===== src/hdl/cci_pkg.sv =====
package cci_pkg;
  // ************************************************************
  // bus geometry
  // ************************************************************
  localparam int ADR_W = 8;
  localparam int DAT_W = 32;
  localparam int NUM_CMP = 2;
  // ************************************************************
  // register offsets
  // ************************************************************
  localparam logic [7:0] ADR_CFG = 8'h00;
  localparam logic [7:0] ADR_FLAG = 8'h04;
  localparam logic [7:0] ADR_EN = 8'h08;
  localparam logic [7:0] ADR_EVT = 8'h0C;
  localparam logic [7:0] ADR_MSK = 8'h10;
  // ************************************************************
  // field positions
  // ************************************************************
  localparam int CFG_MODE_LSB = 0;
  localparam int CFG_SEL_BIT = 3;
  localparam int CFG_INV1_BIT = 4;
  localparam int CFG_INV2_BIT = 5;
  localparam int CFG_OUT1_BIT = 6;
  localparam int CFG_OUT2_BIT = 7;
  localparam int FLAG_BIT = 0;
  localparam int FLAG_MM_BIT = 1;
  localparam int EN_LOCAL_BIT = 0;
  localparam int EN_PERIPH_BIT = 1;
  localparam int EN_GLOBAL_BIT = 2;
  localparam int EVT_W = 3;
  localparam int EVT_FLAG_BIT = 0;
  localparam int EVT_MM1_BIT = 1;
  localparam int EVT_MM2_BIT = 2;
  // ************************************************************
  // modes and reset values
  // ************************************************************
  localparam logic [2:0] MODE_ONE = 3'h1;
  localparam logic [2:0] MODE_TWO = 3'h2;
  localparam logic [2:0] MODE_RST = 3'h0;
  localparam logic [7:0] CFG_RST = 8'h00;
  localparam logic [2:0] EN_RST = 3'h0;
  localparam logic [2:0] EVT_RST = 3'h0;
  localparam logic [31:0] DAT_ZERO = 32'h0000_0000;
  typedef enum logic [1:0] {
    ACC_NONE,
    ACC_READ,
    ACC_WRITE
  } cci_acc_t;
endpackage


===== src/hdl/cci_mismatch.sv =====
`timescale 1ns/10ps
module cci_mismatch (
  input wire logic clk_i,
  input wire logic rst_i,
  input wire logic ce_i,
  input wire logic out_i,
  input wire logic phase_i,
  input wire logic capture_i,
  output logic mismatch_o
);
  // ************************************************************
  // snapshot and sampling latches
  // ************************************************************
  logic snap_q;
  logic samp_q;

  always_ff @(posedge clk_i) begin
    if (rst_i) begin
      samp_q <= out_i;
    end else if (ce_i && phase_i) begin
      samp_q <= out_i;
    end
  end

  always_ff @(posedge clk_i) begin
    if (rst_i) begin
      snap_q <= out_i;
    end else if (ce_i && capture_i) begin
      snap_q <= samp_q;
    end
  end

  assign mismatch_o = snap_q ^ samp_q;

  // ************************************************************
  // checks
  // ************************************************************
  property p_sample_load;
    @(posedge clk_i) disable iff (rst_i)
    ce_i && phase_i |=> samp_q == $past(out_i);
  endproperty
  a_sample_load: assert property (p_sample_load)
    else $error("sampling latch missed its load");

  property p_snap_hold;
    @(posedge clk_i) disable iff (rst_i)
    !(ce_i && capture_i) |=> $stable(snap_q);
  endproperty
  a_snap_hold: assert property (p_snap_hold)
    else $error("snapshot changed without capture");
endmodule


===== src/hdl/cci_top.sv =====
`timescale 1ns/10ps
// Functional notes
// - input switch only in modes one/two
// - both pins analog, select bit picks pin
// - output change sets change flag
// - config access captures snapshot latch
// - sampling latch reloads every first phase
// - mismatch is snapshot xor sample
// - mismatch keeps forcing flag true
// - config write also refreshes snapshot
// - write zero clears, one sets flag
// - request needs all three enables
// - clear ignored while mismatch persists
// - invert bit inverts reported output
module cci_top #(
  parameter int NUM_CMP = cci_pkg::NUM_CMP
) (
  input wire logic clk_i,
  input wire logic rst_i,
  input wire logic ce_i,
  input wire logic cyc_i,
  input wire logic stb_i,
  input wire logic we_i,
  input wire logic [7:0] adr_i,
  input wire logic [3:0] sel_i,
  input wire logic [31:0] dat_i,
  output logic [31:0] dat_o,
  output logic ack_o,
  input wire logic [1:0] cmp_raw_i,
  input wire logic phase_i,
  output logic [1:0] cmp_out_o,
  output logic sw_enable_o,
  output logic sw_select_o,
  output logic analog_hold_o,
  output logic change_flag_o,
  output logic cmp_irq_o,
  output logic irq_o
);
  // ************************************************************
  // elaboration check
  // ************************************************************
  if (NUM_CMP != 2) begin : g_bad
    $error("cci_top serves exactly two comparators");
  end

  // ************************************************************
  // state
  // ************************************************************
  logic [2:0] mode_q;
  logic sel_q;
  logic [1:0] inv_q;
  logic [1:0] out_q;
  logic flag_q;
  logic flag_d;
  logic [2:0] en_q;
  logic [2:0] evt_q;
  logic [2:0] evt_d;
  logic [2:0] msk_q;
  logic [1:0] mm;
  logic [1:0] mm_prev_q;
  logic any_mm;
  logic ack_q;
  logic [31:0] rdat_q;
  logic req;
  logic wr0;
  cci_pkg::cci_acc_t acc;
  logic cfg_acc;
  logic flag_wr;
  logic evt_rd;
  logic sw_en_q;
  logic sw_sel_q;
  logic hold_q;
  logic cirq_q;
  logic irq_q;
  logic flag_rise;
  logic [1:0] mm_src;

  function automatic logic hit(input logic [7:0] a, input logic [7:0] r);
    hit = (a == r);
  endfunction

  function automatic logic sw_mode(input logic [2:0] m);
    sw_mode = (m == cci_pkg::MODE_ONE) || (m == cci_pkg::MODE_TWO);
  endfunction

  // ************************************************************
  // bus decode
  // ************************************************************
  assign req = cyc_i && stb_i && !ack_q;
  assign wr0 = req && we_i && sel_i[0];

  always_comb begin
    if (!req) begin
      acc = cci_pkg::ACC_NONE;
    end else if (we_i) begin
      acc = cci_pkg::ACC_WRITE;
    end else begin
      acc = cci_pkg::ACC_READ;
    end
  end

  // any read or write of config outside a first-phase cycle ends mismatch
  assign cfg_acc = (acc != cci_pkg::ACC_NONE) &&
                   hit(adr_i, cci_pkg::ADR_CFG);
  assign flag_wr = wr0 && hit(adr_i, cci_pkg::ADR_FLAG);
  assign evt_rd = (acc == cci_pkg::ACC_READ) && hit(adr_i, cci_pkg::ADR_EVT);

  always_ff @(posedge clk_i) begin
    if (rst_i) begin
      ack_q <= 1'b0;
    end else if (ce_i) begin
      ack_q <= req;
    end
  end

  always_ff @(posedge clk_i) begin
    if (rst_i) begin
      rdat_q <= cci_pkg::DAT_ZERO;
    end else if (ce_i && req) begin
      rdat_q <= cci_pkg::DAT_ZERO;
      if (we_i) begin
        rdat_q <= cci_pkg::DAT_ZERO;
      end else if (hit(adr_i, cci_pkg::ADR_CFG)) begin
        rdat_q[cci_pkg::CFG_MODE_LSB +: 3] <= mode_q;
        rdat_q[cci_pkg::CFG_SEL_BIT] <= sel_q;
        rdat_q[cci_pkg::CFG_INV1_BIT] <= inv_q[0];
        rdat_q[cci_pkg::CFG_INV2_BIT] <= inv_q[1];
        rdat_q[cci_pkg::CFG_OUT1_BIT] <= out_q[0];
        rdat_q[cci_pkg::CFG_OUT2_BIT] <= out_q[1];
      end else if (hit(adr_i, cci_pkg::ADR_FLAG)) begin
        rdat_q[cci_pkg::FLAG_BIT] <= flag_q;
        rdat_q[cci_pkg::FLAG_MM_BIT] <= any_mm;
      end else if (hit(adr_i, cci_pkg::ADR_EN)) begin
        rdat_q[2:0] <= en_q;
      end else if (hit(adr_i, cci_pkg::ADR_EVT)) begin
        rdat_q[2:0] <= evt_q;
      end else if (hit(adr_i, cci_pkg::ADR_MSK)) begin
        rdat_q[2:0] <= msk_q;
      end
    end
  end

  // ************************************************************
  // configuration, enable and mask registers
  // ************************************************************
  always_ff @(posedge clk_i) begin
    if (rst_i) begin
      mode_q <= cci_pkg::MODE_RST;
      sel_q <= cci_pkg::CFG_RST[cci_pkg::CFG_SEL_BIT];
      inv_q <= 2'h0;
    end else if (ce_i && wr0 && hit(adr_i, cci_pkg::ADR_CFG)) begin
      mode_q <= dat_i[cci_pkg::CFG_MODE_LSB +: 3];
      sel_q <= dat_i[cci_pkg::CFG_SEL_BIT];
      inv_q <= {dat_i[cci_pkg::CFG_INV2_BIT], dat_i[cci_pkg::CFG_INV1_BIT]};
    end
  end

  always_ff @(posedge clk_i) begin
    if (rst_i) begin
      en_q <= cci_pkg::EN_RST;
      msk_q <= cci_pkg::EVT_RST;
    end else if (ce_i && wr0) begin
      if (hit(adr_i, cci_pkg::ADR_EN)) begin
        en_q <= dat_i[2:0];
      end else if (hit(adr_i, cci_pkg::ADR_MSK)) begin
        msk_q <= dat_i[2:0];
      end
    end
  end

  // ************************************************************
  // comparator outputs and input switch
  // ************************************************************
  always_ff @(posedge clk_i) begin
    if (rst_i) begin
      // invert bits are clear in reset, so raw is the reported value
      out_q <= cmp_raw_i;
    end else if (ce_i) begin
      out_q <= cmp_raw_i ^ inv_q;
    end
  end

  always_ff @(posedge clk_i) begin
    if (rst_i) begin
      sw_en_q <= 1'b0;
      sw_sel_q <= 1'b0;
      hold_q <= 1'b0;
    end else if (ce_i) begin
      sw_en_q <= sw_mode(mode_q);
      sw_sel_q <= sw_mode(mode_q) && sel_q;
      hold_q <= sw_mode(mode_q);
    end
  end

  // ************************************************************
  // mismatch detectors
  // ************************************************************
  // latches load the live output in reset, so release shows no change
  assign mm_src = rst_i ? cmp_raw_i : out_q;

  for (genvar i = 0; i < 2; i++) begin : g_mm
    cci_mismatch u_mm (
      .clk_i(clk_i),
      .rst_i(rst_i),
      .ce_i(ce_i),
      .out_i(mm_src[i]),
      .phase_i(phase_i),
      .capture_i(cfg_acc),
      .mismatch_o(mm[i])
    );
  end

  assign any_mm = |mm;

  // ************************************************************
  // change flag
  // ************************************************************
  always_comb begin
    flag_d = flag_q;
    if (flag_wr) begin
      flag_d = dat_i[cci_pkg::FLAG_BIT];
    end
    if (any_mm) begin
      flag_d = 1'b1;
    end
  end

  always_ff @(posedge clk_i) begin
    if (rst_i) begin
      flag_q <= 1'b0;
    end else if (ce_i) begin
      flag_q <= flag_d;
    end
  end

  assign flag_rise = flag_d && !flag_q;

  // ************************************************************
  // sticky events, mask, interrupts
  // ************************************************************
  always_comb begin
    evt_d = evt_q;
    if (evt_rd) begin
      evt_d = cci_pkg::EVT_RST;
    end
    evt_d[cci_pkg::EVT_FLAG_BIT] = evt_d[cci_pkg::EVT_FLAG_BIT] || flag_rise;
    evt_d[cci_pkg::EVT_MM1_BIT] = evt_d[cci_pkg::EVT_MM1_BIT] ||
                                  (mm[0] && !mm_prev_q[0]);
    evt_d[cci_pkg::EVT_MM2_BIT] = evt_d[cci_pkg::EVT_MM2_BIT] ||
                                  (mm[1] && !mm_prev_q[1]);
  end

  always_ff @(posedge clk_i) begin
    if (rst_i) begin
      evt_q <= cci_pkg::EVT_RST;
      mm_prev_q <= 2'h0;
    end else if (ce_i) begin
      evt_q <= evt_d;
      mm_prev_q <= mm;
    end
  end

  always_ff @(posedge clk_i) begin
    if (rst_i) begin
      cirq_q <= 1'b0;
      irq_q <= 1'b0;
    end else if (ce_i) begin
      cirq_q <= flag_q && (&en_q);
      irq_q <= |(evt_q & msk_q);
    end
  end

  assign dat_o = rdat_q;
  assign ack_o = ack_q;
  assign cmp_out_o = out_q;
  assign sw_enable_o = sw_en_q;
  assign sw_select_o = sw_sel_q;
  assign analog_hold_o = hold_q;
  assign change_flag_o = flag_q;
  assign cmp_irq_o = cirq_q;
  assign irq_o = irq_q;

  // ************************************************************
  // checks
  // ************************************************************
  property p_sw_mode;
    @(posedge clk_i) disable iff (rst_i)
    $past(ce_i) |-> sw_enable_o == sw_mode($past(mode_q));
  endproperty
  a_sw_mode: assert property (p_sw_mode)
    else $error("switch enable disagrees with mode");

  property p_sw_sel;
    @(posedge clk_i) disable iff (rst_i)
    sw_select_o |-> sw_enable_o && analog_hold_o;
  endproperty
  a_sw_sel: assert property (p_sw_sel)
    else $error("switch select outside switchable mode");

  property p_flag_set;
    @(posedge clk_i) disable iff (rst_i)
    ce_i && any_mm |=> change_flag_o;
  endproperty
  a_flag_set: assert property (p_flag_set)
    else $error("mismatch did not set flag");

  property p_capture;
    @(posedge clk_i) disable iff (rst_i)
    ce_i && cfg_acc && !phase_i |=> mm == 2'h0;
  endproperty
  a_capture: assert property (p_capture)
    else $error("config access left a mismatch");

  property p_clear_blocked;
    @(posedge clk_i) disable iff (rst_i)
    ce_i && flag_wr && !dat_i[0] && any_mm |=> change_flag_o;
  endproperty
  a_clear_blocked: assert property (p_clear_blocked)
    else $error("flag cleared during mismatch");

  property p_clear_ok;
    @(posedge clk_i) disable iff (rst_i)
    ce_i && flag_wr && !any_mm |=> change_flag_o == $past(dat_i[0]);
  endproperty
  a_clear_ok: assert property (p_clear_ok)
    else $error("flag write not applied");

  property p_cmp_irq;
    @(posedge clk_i) disable iff (rst_i)
    $past(ce_i) |-> cmp_irq_o == ($past(flag_q) && (&$past(en_q)));
  endproperty
  a_cmp_irq: assert property (p_cmp_irq)
    else $error("comparator request wrong");

  property p_invert;
    @(posedge clk_i) disable iff (rst_i)
    $past(ce_i) |-> cmp_out_o == ($past(cmp_raw_i) ^ $past(inv_q));
  endproperty
  a_invert: assert property (p_invert)
    else $error("reported output inversion wrong");

  property p_ack_one;
    @(posedge clk_i) disable iff (rst_i)
    ack_o |=> !ack_o;
  endproperty
  a_ack_one: assert property (p_ack_one)
    else $error("ack held two cycles");
endmodule


===== config.mk =====
export PLATFORM = sky130hd
export DESIGN_NAME = cci_top
export DESIGN_NICKNAME = d
export VERILOG_FILES = /design/src/hdl/cci_pkg.sv /design/src/hdl/cci_mismatch.sv /design/src/hdl/cci_top.sv
export SDC_FILE = /design/constraint.sdc
export NUM_CORES = 1
export LEC_CHECK = 0
export ABC_AREA = 1
export BUFFER_PORTS_ARGS = -buffer_cell sky130_fd_sc_hd__buf_2
export CORE_ASPECT_RATIO = 0.5
export CORE_MARGIN = 2
export CORE_UTILIZATION = 30
export CTS_BUF_LIST = sky130_fd_sc_hd__clkbuf_4
export CTS_CLUSTER_SIZE = 10
export DETAILED_ROUTE_END_ITERATION = 16
export GPL_TIMING_DRIVEN = 0
export PLACE_DENSITY = 0.64
export SYNTH_ARGS = -nofsm -noshare
export SYNTH_HDL_FRONTEND = slang
export SYNTH_SLANG_ARGS = --single-unit

===== constraint.sdc =====
create_clock -name clk_i -period 1.29 [get_ports clk_i]
set_input_delay 0.0645 -clock clk_i [delete_from_list [all_inputs] [get_ports clk_i]]
set_output_delay 0.0645 -clock clk_i [all_outputs]
set_load 0.02 [all_outputs]

======== Word-level counts from Yosys, hierarchy flattened ========
Cells that the tools add are included.
word-level totals
  flip-flop bits (word level) ............. 37
  bits of input ports ..................... 53
cells by class
  equality and inequality tests ........... 7
  mux-type cells .......................... 24
  bitwise gates (word level) .............. 5
  reduce and logical (&&, ||, !) cells .... 35
operators with widths
  cell                                                              count
  1-bit logical AND                                                 17
  8-bit by 4-bit == test with 1-bit output (second input constant)  2
  3-bit two-way mux                                                 5
  2-bit two-way mux                                                 6
  1-bit two-way mux                                                 11
  8-bit by 3-bit == test with 1-bit output (second input constant)  1
  8-bit by 5-bit == test with 1-bit output (second input constant)  1
  8-bit zero test                                                   1
  8-bit two-way mux                                                 1
  2-bit nonzero test                                                4
  3-bit AND reduction                                               2
  5-bit two-way mux                                                 1
  1-bit zero test                                                   4
  1-bit logical OR                                                  4
  3-bit AND                                                         1
  3-bit by 1-bit == test with 1-bit output (second input constant)  1
  3-bit by 2-bit == test with 1-bit output (second input constant)  1
  3-bit OR reduction                                                1
  2-bit by 1-bit == test with 1-bit output (second input constant)  1
  2-bit AND reduction                                               1
  2-bit OR reduction                                                1
  1-bit XOR                                                         2
  2-bit XOR                                                         1
  1-bit inverter                                                    1

======== Depth between registers and ports, before layout ========
Gate-level depths: netlist of run 1.
  depth after elaboration ................. 9
  gate-level depth with buffers ........... 9
  depth with buffers taken out ............ 9

======== By module ========
A second synthesis of run 1 with hierarchy kept.
unflattened totals
  cells, all modules ...................... 279
  area total of the unflattened synthesis .. 2,013.2 um^2
modules (own cells, without submodules)
  module        instances  cells an instance  area an instance (um^2)
  cci_top       1          249                1,795.5
  cci_mismatch  2          15                 108.9

======== Least setup slack after synthesis of run 1 ========
No wires, ideal clock.
  path type ............................... reg-to-reg
  start ................................... register ack_q, in the netlist ack_o
  end ..................................... register g_mm[0].u_mm.snap_q (enable)
  library setup time ...................... 0.327 ns
  data arrival time ....................... 0.979 ns
  data required time ...................... 0.963 ns
  path slack .............................. -0.016 ns
  cell stages (with the launch flop) ...... 6
  path buffers ............................ 0
  clock period less this slack ............ 1.306 ns
  path through ............................ dfxtp_1 inv_2 nand3_2 nor2_4 inv_2 o21ai_0
on the way
  word-level cells in the longest chain between the ends .. 7
ends and longest elaborated chain
  what                                 RTL line            source
  start, declared                      cci_top.sv:62       logic ack_q;
  start signal, assigned               cci_top.sv:112      ack_q <= req;
  1-bit zero test                      cci_top.sv:89       assign req = cyc_i && stb_i && !ack_q;
  1-bit logical AND                    cci_top.sv:89
  2-bit two-way mux                    cci_top.sv:93       if (!req) begin
  2-bit nonzero test                   cci_top.sv:103      assign cfg_acc = (acc != cci_pkg::ACC_NONE) &&
  1-bit logical AND                    cci_top.sv:103
  1-bit logical AND                    cci_mismatch.sv:28  end else if (ce_i && capture_i) begin
  2-bit nonzero test (no source line)  --
  end signal, assigned                 cci_mismatch.sv:27  snap_q <= out_i;
  end signal, assigned                 cci_mismatch.sv:29  snap_q <= samp_q;
  end, declared                        cci_mismatch.sv:14  logic snap_q;
No other way between the ends.
A chain may end at the register's enable or synchronous reset.

======== Worst setup path in the final report of run 1 ========
  start ................................... register ack_q, in the netlist ack_o
  end ..................................... register sel_q
on the way
  word-level cells in the longest chain between the ends .. 6
ends and longest elaborated chain
  what                             RTL line        source
  1-bit zero test                  cci_top.sv:89
  1-bit logical AND                cci_top.sv:89
  1-bit logical AND (2 in series)  cci_top.sv:90   assign wr0 = req && we_i && sel_i[0];
  1-bit logical AND (2 in series)  cci_top.sv:151  end else if (ce_i && wr0 && hit(adr_i, cci_pkg::ADR_CFG)) begin
  end signal, assigned             cci_top.sv:149  sel_q <= cci_pkg::CFG_RST[cci_pkg::CFG_SEL_BIT];
  end signal, assigned             cci_top.sv:153  sel_q <= dat_i[cci_pkg::CFG_SEL_BIT];
  end, declared                    cci_top.sv:50   logic sel_q;
No other way between the ends.

==> reports/results.ini, run 1 <==
[global_route]
grt_overflow_total=0
grt_max_degree=11
grt_pass1_vias=1597
grt_antenna_before_repair=0
track_usage=0.1295
grt_pass1_wl_um=7286

[placement]
post-dp-hpwl_um=3519
routabilityCongestion=0.8146
port_buffers=40

[pwr]
ir_drop_mv=0.2889
seqPwrFrac=0.544
p_switching_uw=635.3
intPower_mw=1.658
fin_total_pwr_mw=2.294
comb_power_share=0.177
power.leakage_nw=1.236
clockPowerShare=0.279
power.density_nw_per_um2=911.1
p_sw_frac=0.2770

[yosys]
synth_cells=260
synthFlopType=dfxtp_1
synth-seq-cells=37
synth_warnings=0
ys_seq_area_frac=0.4116
synth-async-reset-ratio=0
synth.area.top_cells=dfxtp_1 (32%), nand2_1 (9.8%), buf_4 (9.6%)
syn_area_per_cell_um2=7.483
synth.largest_area_cell=dfxtp_1
synth_area_um2=1946
synth_top_cells_by_count=nand2_1 (51), nor2_1 (37), dfxtp_1 (31), buf_4 (25), o21ai_0 (20)
yosysUniqueCellTypes=28
netlist.area_leader.share=0.3190
synth-edff-count=6
yosysMostFrequentCell=nand2_1

[sta]
fin_crit_ns=1.264
fin_crit_sh=0.9799
worst-slew-pin-transition_ns=0.5633
max-slew-margin-rel=0.6245
slew_violations=0
clock_skew_ns=0.009617
hold_viol_final=0
max_freq_ghz=0.7911
fin_hold_ws_ns=0.01331
setup_violations=0
rsz0062_at_grt=yes

[final_layout]
nets=390
syn2layout_area_growth_pct=29.39
antenna_cells=0
layout-drive-gt1-share=0.3225
fillers=666
utilization=0.4089

[floorplanning]
start_util=0.3161
die_w_um=117.9
io_pins=94
die_h_um=60.95
dieArea_um2=7185
core-area_um2=6156
rows=20

[setup_path]
crit_fanout=7
required_ns=1.52
cp-end-kind=flop
r2r_cells=8
reg2reg_slack_ns=0.03
cp-start-kind=flop
cp.arrival_ns=1.49
worst-setup-path-type=flop to flop

[clock_network]
clkTransAtPathRegs_ns=0.10
h-tree-depth=2
cts_buffer_depth=2
insertion_delay_ns=0.33
numCtsBuffers=5
cts_tree=built
cts_sinks=37
root_buffer=clkbuf_4

[route]
drc_errors=0
firstDrtPassIters=4
vias=1783
detail-route-antenna-nets=0
wirelength_um=4602
route.detailed.wl_per_inst_um=10.80
vias_per_cell=4.185
drt-initial-drc-count=64

[run]
maxCapViolations=0

[min_path]
hp-class=input pin to flop
worstHoldPathCells=3

[status]
status=complete, no violations

[what timing repair did]
action                                  in CTS  in global routing
resized for setup                            3                 11
setup buffers                                1                  2
pin swaps                                    1                  6
endpoints found under the setup margin      10                 18
hold buffers                                 4                  0
hold endpoints to repair                     5                  0
[layout make-up]
type                    count  area, um2  share of cell area
plain buffers              28      198.9             0.07903
clock buffers               8      60.06             0.02386
inverters                  24      92.59             0.03678
multi-input cells         194      991.0              0.3936
flip-flops and latches     37      802.0              0.3186
well taps                  88      110.1             0.04374
repair buffers             47      262.8              0.1044
[layout by cell type (no fill, tap or decap), types with 2 or more instances in the layout]
master,n
nand2_1,50
buf_2,40
nor2_1,33
dfxtp_1,30
buf_4,28
conb_1,24
o21ai_0,19
nand3_1,19
inv_1,16
a21oi_1,12
clkbuf_4,8
nor2_2,6
edfxtp_1,6
inv_2,5
nor2_4,5
dlygate4sd3_1,4
clkbuf_1,3
nand2_4,3
o21ai_1,3
a21oi_2,3
xnor2_1,2
clkinv_1,2
nand2_2,2
nor3_1,2
o21ai_2,2
[critical path: stages, from the launching register on]
cell     delay [ns]
dfxtp_2        0.34
inv_2          0.07
nand3_4        0.08
nor2_4         0.16
nand2_4        0.09
nor2_4         0.19
inv_4          0.08
o21ai_2        0.11
a21oi_1        0.05
[kinds of logic after synthesis]
group / count (synthesis) / share of synthesized area
simple gates: 124 / 0.3055
buf+inv: 52 / 0.1486
compound gates: 42 / 0.1145
flops: 37 / 0.4116
xor+xnor: 4 / 0.01801
other cells: 1 / 0.001927
[layer usage]
layer / vias to the layer above / share of wire / wire [um] / global-route usage
met5: - / 0 / 0 / 0
met4: 0 / 0.011 / 51 / 0.04647
met3: 4 / 0.065 / 300 / 0.03383
met2: 58 / 0.45 / 2075 / 0.2251
met1: 774 / 0.47 / 2176 / 0.1610
li1: 947 / - / - / -
[worst paths after layout]
check                                   from        to
worst max-delay path                   ack_o     sel_q
worst min-delay path                dat_i[3]     sel_q
worst max register to register         ack_o     sel_q
worst min register to register  mm_prev_q[0]  evt_q[1]
[metrics by stage]
step / area (um2) / std cells / TNS, ns / setup slack (ns)
after global placement: 2342 / 411 / -0.5315 / -0.1089
after global routing: 2517 / 426 / -0.3559 / -0.05396
final: 2517 / 426 / 0 / 0.02596
after floorplan: 2032 / 283 / 0 / 0.02723
after CTS: 2460 / 424 / 0 / 0.01416
after detailed placement: 2342 / 411 / -0.4904 / -0.08442
[power groups by stage]
stage / registers (mW) / clock network (mW) / logic (mW)
finish: 1.25 / 0.640 / 0.405
floorplan: 1.28 / 0 / 0.244
global placement: 1.27 / 0 / 0.357
global route: 1.25 / 0.719 / 0.441
detailed placement: 1.27 / 0 / 0.358
CTS: 1.25 / 0.656 / 0.378
[flip-flops by register name, summed over array words and instances (netlist names), 2 cells and up]
signal / flops
cmp_out_o: 2
dat_o: 8
en_q: 3
evt_q: 3
g_mm.u_mm.samp_q: 2
g_mm.u_mm.snap_q: 2
inv_q: 2
mm_prev_q: 2
mode_q: 3
msk_q: 3
Note: power is estimated with default switching activity, not from simulation.
==> inputs of run 2 (changes only) <==
- SYNTH_HIERARCHICAL: unset -> 1
==> reports/results.ini, run 2 <==
[sta]
fin_crit_ns=1.292
max_freq_ghz=0.7739
fin_ws_ns=-0.002103
fin_crit_sh=1.002
clock_skew_ns=0.005577
hold_viol_final=0
rsz0062_at_grt=yes
max-slew-margin-rel=0.6372
slew_violations=0
setup_violations=1
worst-slew-pin-transition_ns=0.5442

[yosys]
synth_area_um2=2013
synth.area.top_cells=dfxtp_1 (31%), nand2_1 (12%), buf_4 (9.3%)
netlist.area_leader.share=0.3083
synth_top_cells_by_count=nand2_1 (65), dfxtp_1 (31), inv_1 (29), buf_4 (25), nor2_1 (22)
synth-async-reset-ratio=0
yosysUniqueCellTypes=29
ys_seq_area_frac=0.3978
synth_warnings=6
yosysMostFrequentCell=nand2_1
synth.largest_area_cell=dfxtp_1
synth-edff-count=6
syn_area_per_cell_um2=7.216
synth_cells=279
synth-seq-cells=37
synthFlopType=dfxtp_1

[route]
drc_errors=0
route.detailed.wl_per_inst_um=10.03
drt-initial-drc-count=104
vias_per_cell=4.144
vias=1873
detail-route-antenna-nets=0
firstDrtPassIters=4
wirelength_um=4533

[placement]
dpl_cell_area_um2=2416
dp_slack_ns=-0.1154
routabilityCongestion=0.8340
port_buffers=40
post-dp-hpwl_um=3556

[final_layout]
layout-drive-gt1-share=0.3056
fillers=701
largest_reg_flops=8
nets=412
design_area_um2=2595
antenna_cells=0
final_cell_mix=nand2_1 (64), buf_2 (40), buf_4 (32)
layout_commonest_cell=nand2_1
syn2layout_area_growth_pct=28.90
utilization=0.3935

[pwr]
power.leakage_nw=1.250
power.density_nw_per_um2=891.0
ir_drop_mv=0.3294

[setup_path]
cp.arrival_ns=1.52
r2r_start=ack_o
cp-end-kind=flop
r2r_cells=8
reg2reg_slack_ns=-0.002
crit_fanout=8
required_ns=1.52
worst-setup-path-type=flop to flop
rr_endpoint=mode_q[0]
cp-start-kind=flop

[min_path]
min_to=sel_q
worstHoldStart=dat_i[3]
worstHoldPathCells=3
hp-class=input pin to flop

[global_route]
grt_pass1_wl_um=6796
grt_overflow_total=0
track_usage=0.1170
grt_antenna_before_repair=0
grt_pass1_vias=1487
grt_max_degree=11

[floorplanning]
dieArea_um2=7422
die_h_um=61.93
die_w_um=119.9
core-area_um2=6595
rows=21
io_pins=94
start_util=0.3053

[status]
violations=negative setup slack
status=complete, but fails checks

[clock_network]
h-tree-depth=2
cts_tree=built
clkTransAtPathRegs_ns=0.11
root_buffer=clkbuf_4
cts_buffer_depth=2
insertion_delay_ns=0.33
numCtsBuffers=5
cts_sinks=37

[run]
maxCapViolations=0

-- run 2: cell count changes after synthesis, sizes merged, moves of 2 or more --
cell   before  now
xnor2       2    0
nor2       45   28
o31ai       0    2
inv        22   34
o21ai      24   27
nand4       0    4
a21oi      15   19
nand2      55   69
xor2        2    0
-- run 2: metal layers --
metal | global-route usage | wire, um | vias up
li1 | - | - | 1014
met4 | 0.02857 | 23 | 0
met3 | 0.02646 | 226 | 2
met5 | 0 | 0 | -
met2 | 0.1943 | 2028 | 51
met1 | 0.1589 | 2254 | 806
-- run 2: layout make-up --
class                           count  area, um2  share of cell area
Buffer                             28      198.9             0.07666
Multi-Input combinational cell    201      989.7              0.3814
Tap cell                           92      115.1             0.04436
Clock buffer                        8      60.06             0.02314
Sequential cell                    37      802.0              0.3091
Timing Repair Buffer               50      284.0              0.1095
Inverter                           36      145.1             0.05593
-- run 2: worst max path at each step --
stage	from	end	slack, ns	cells past startpoint
floorplan	ack_o	mode_q[0]	0.02	8
global placement	rst_i	g_mm[1].u_mm/snap_q	-0.10	6
CTS	ack_o	mode_q[1]	-0.05	8
detailed placement	rst_i	g_mm[1].u_mm/snap_q	-0.12	6
global route	ack_o	sel_q	-0.08	8
finish	ack_o	mode_q[0]	-0.002	8
-- run 2: what timing repair did --
item,CTS,global route
buffers inserted,3,5
endpoints found under the hold margin,2,0
endpoints found under the setup margin,8,24
hold buffers,2,0
pin swaps,4,5
gates resized for setup,5,12
-- run 2: logic make-up (layout without fill, tap and decap cells) --
kind of cell    Yosys count  in the layout  synth area share
simple gates            125            125            0.2971
buf+inv                  64            122            0.1684
compound gates           52             52            0.1349
flops                    37             37            0.3978
other cells               1             24          0.001863
-- run 2: where the power goes --
part           switching [mW]  internal (mW)  leakage [nW]
Clock                   0.368          0.281        0.0368
Combinational           0.255          0.159         0.900
Sequential             0.0317           1.22         0.313
Total                   0.655           1.66          1.25
-- run 2: critical path, stage by stage (launching register included) --
cell,delay (ns)
dfxtp_2,0.35
inv_4,0.06
nand3_4,0.07
nor3_4,0.17
nand2_4,0.11
nor2_4,0.17
inv_4,0.09
o21ai_2,0.11
a21oi_1,0.05
-- run 2: per-stage QoR --
step	std cells	hold slack [ns]	total power, mW	TNS, ns
after floorplan	302	0.1987	1.542	0
after global placement	434	0.2904	1.653	-0.4121
after detailed placement	434	0.2956	1.655	-0.4530
after CTS	447	0.006355	2.297	-0.2389
after global routing	452	0.008847	2.418	-0.6834
final	452	0.004680	2.312	-0.002103
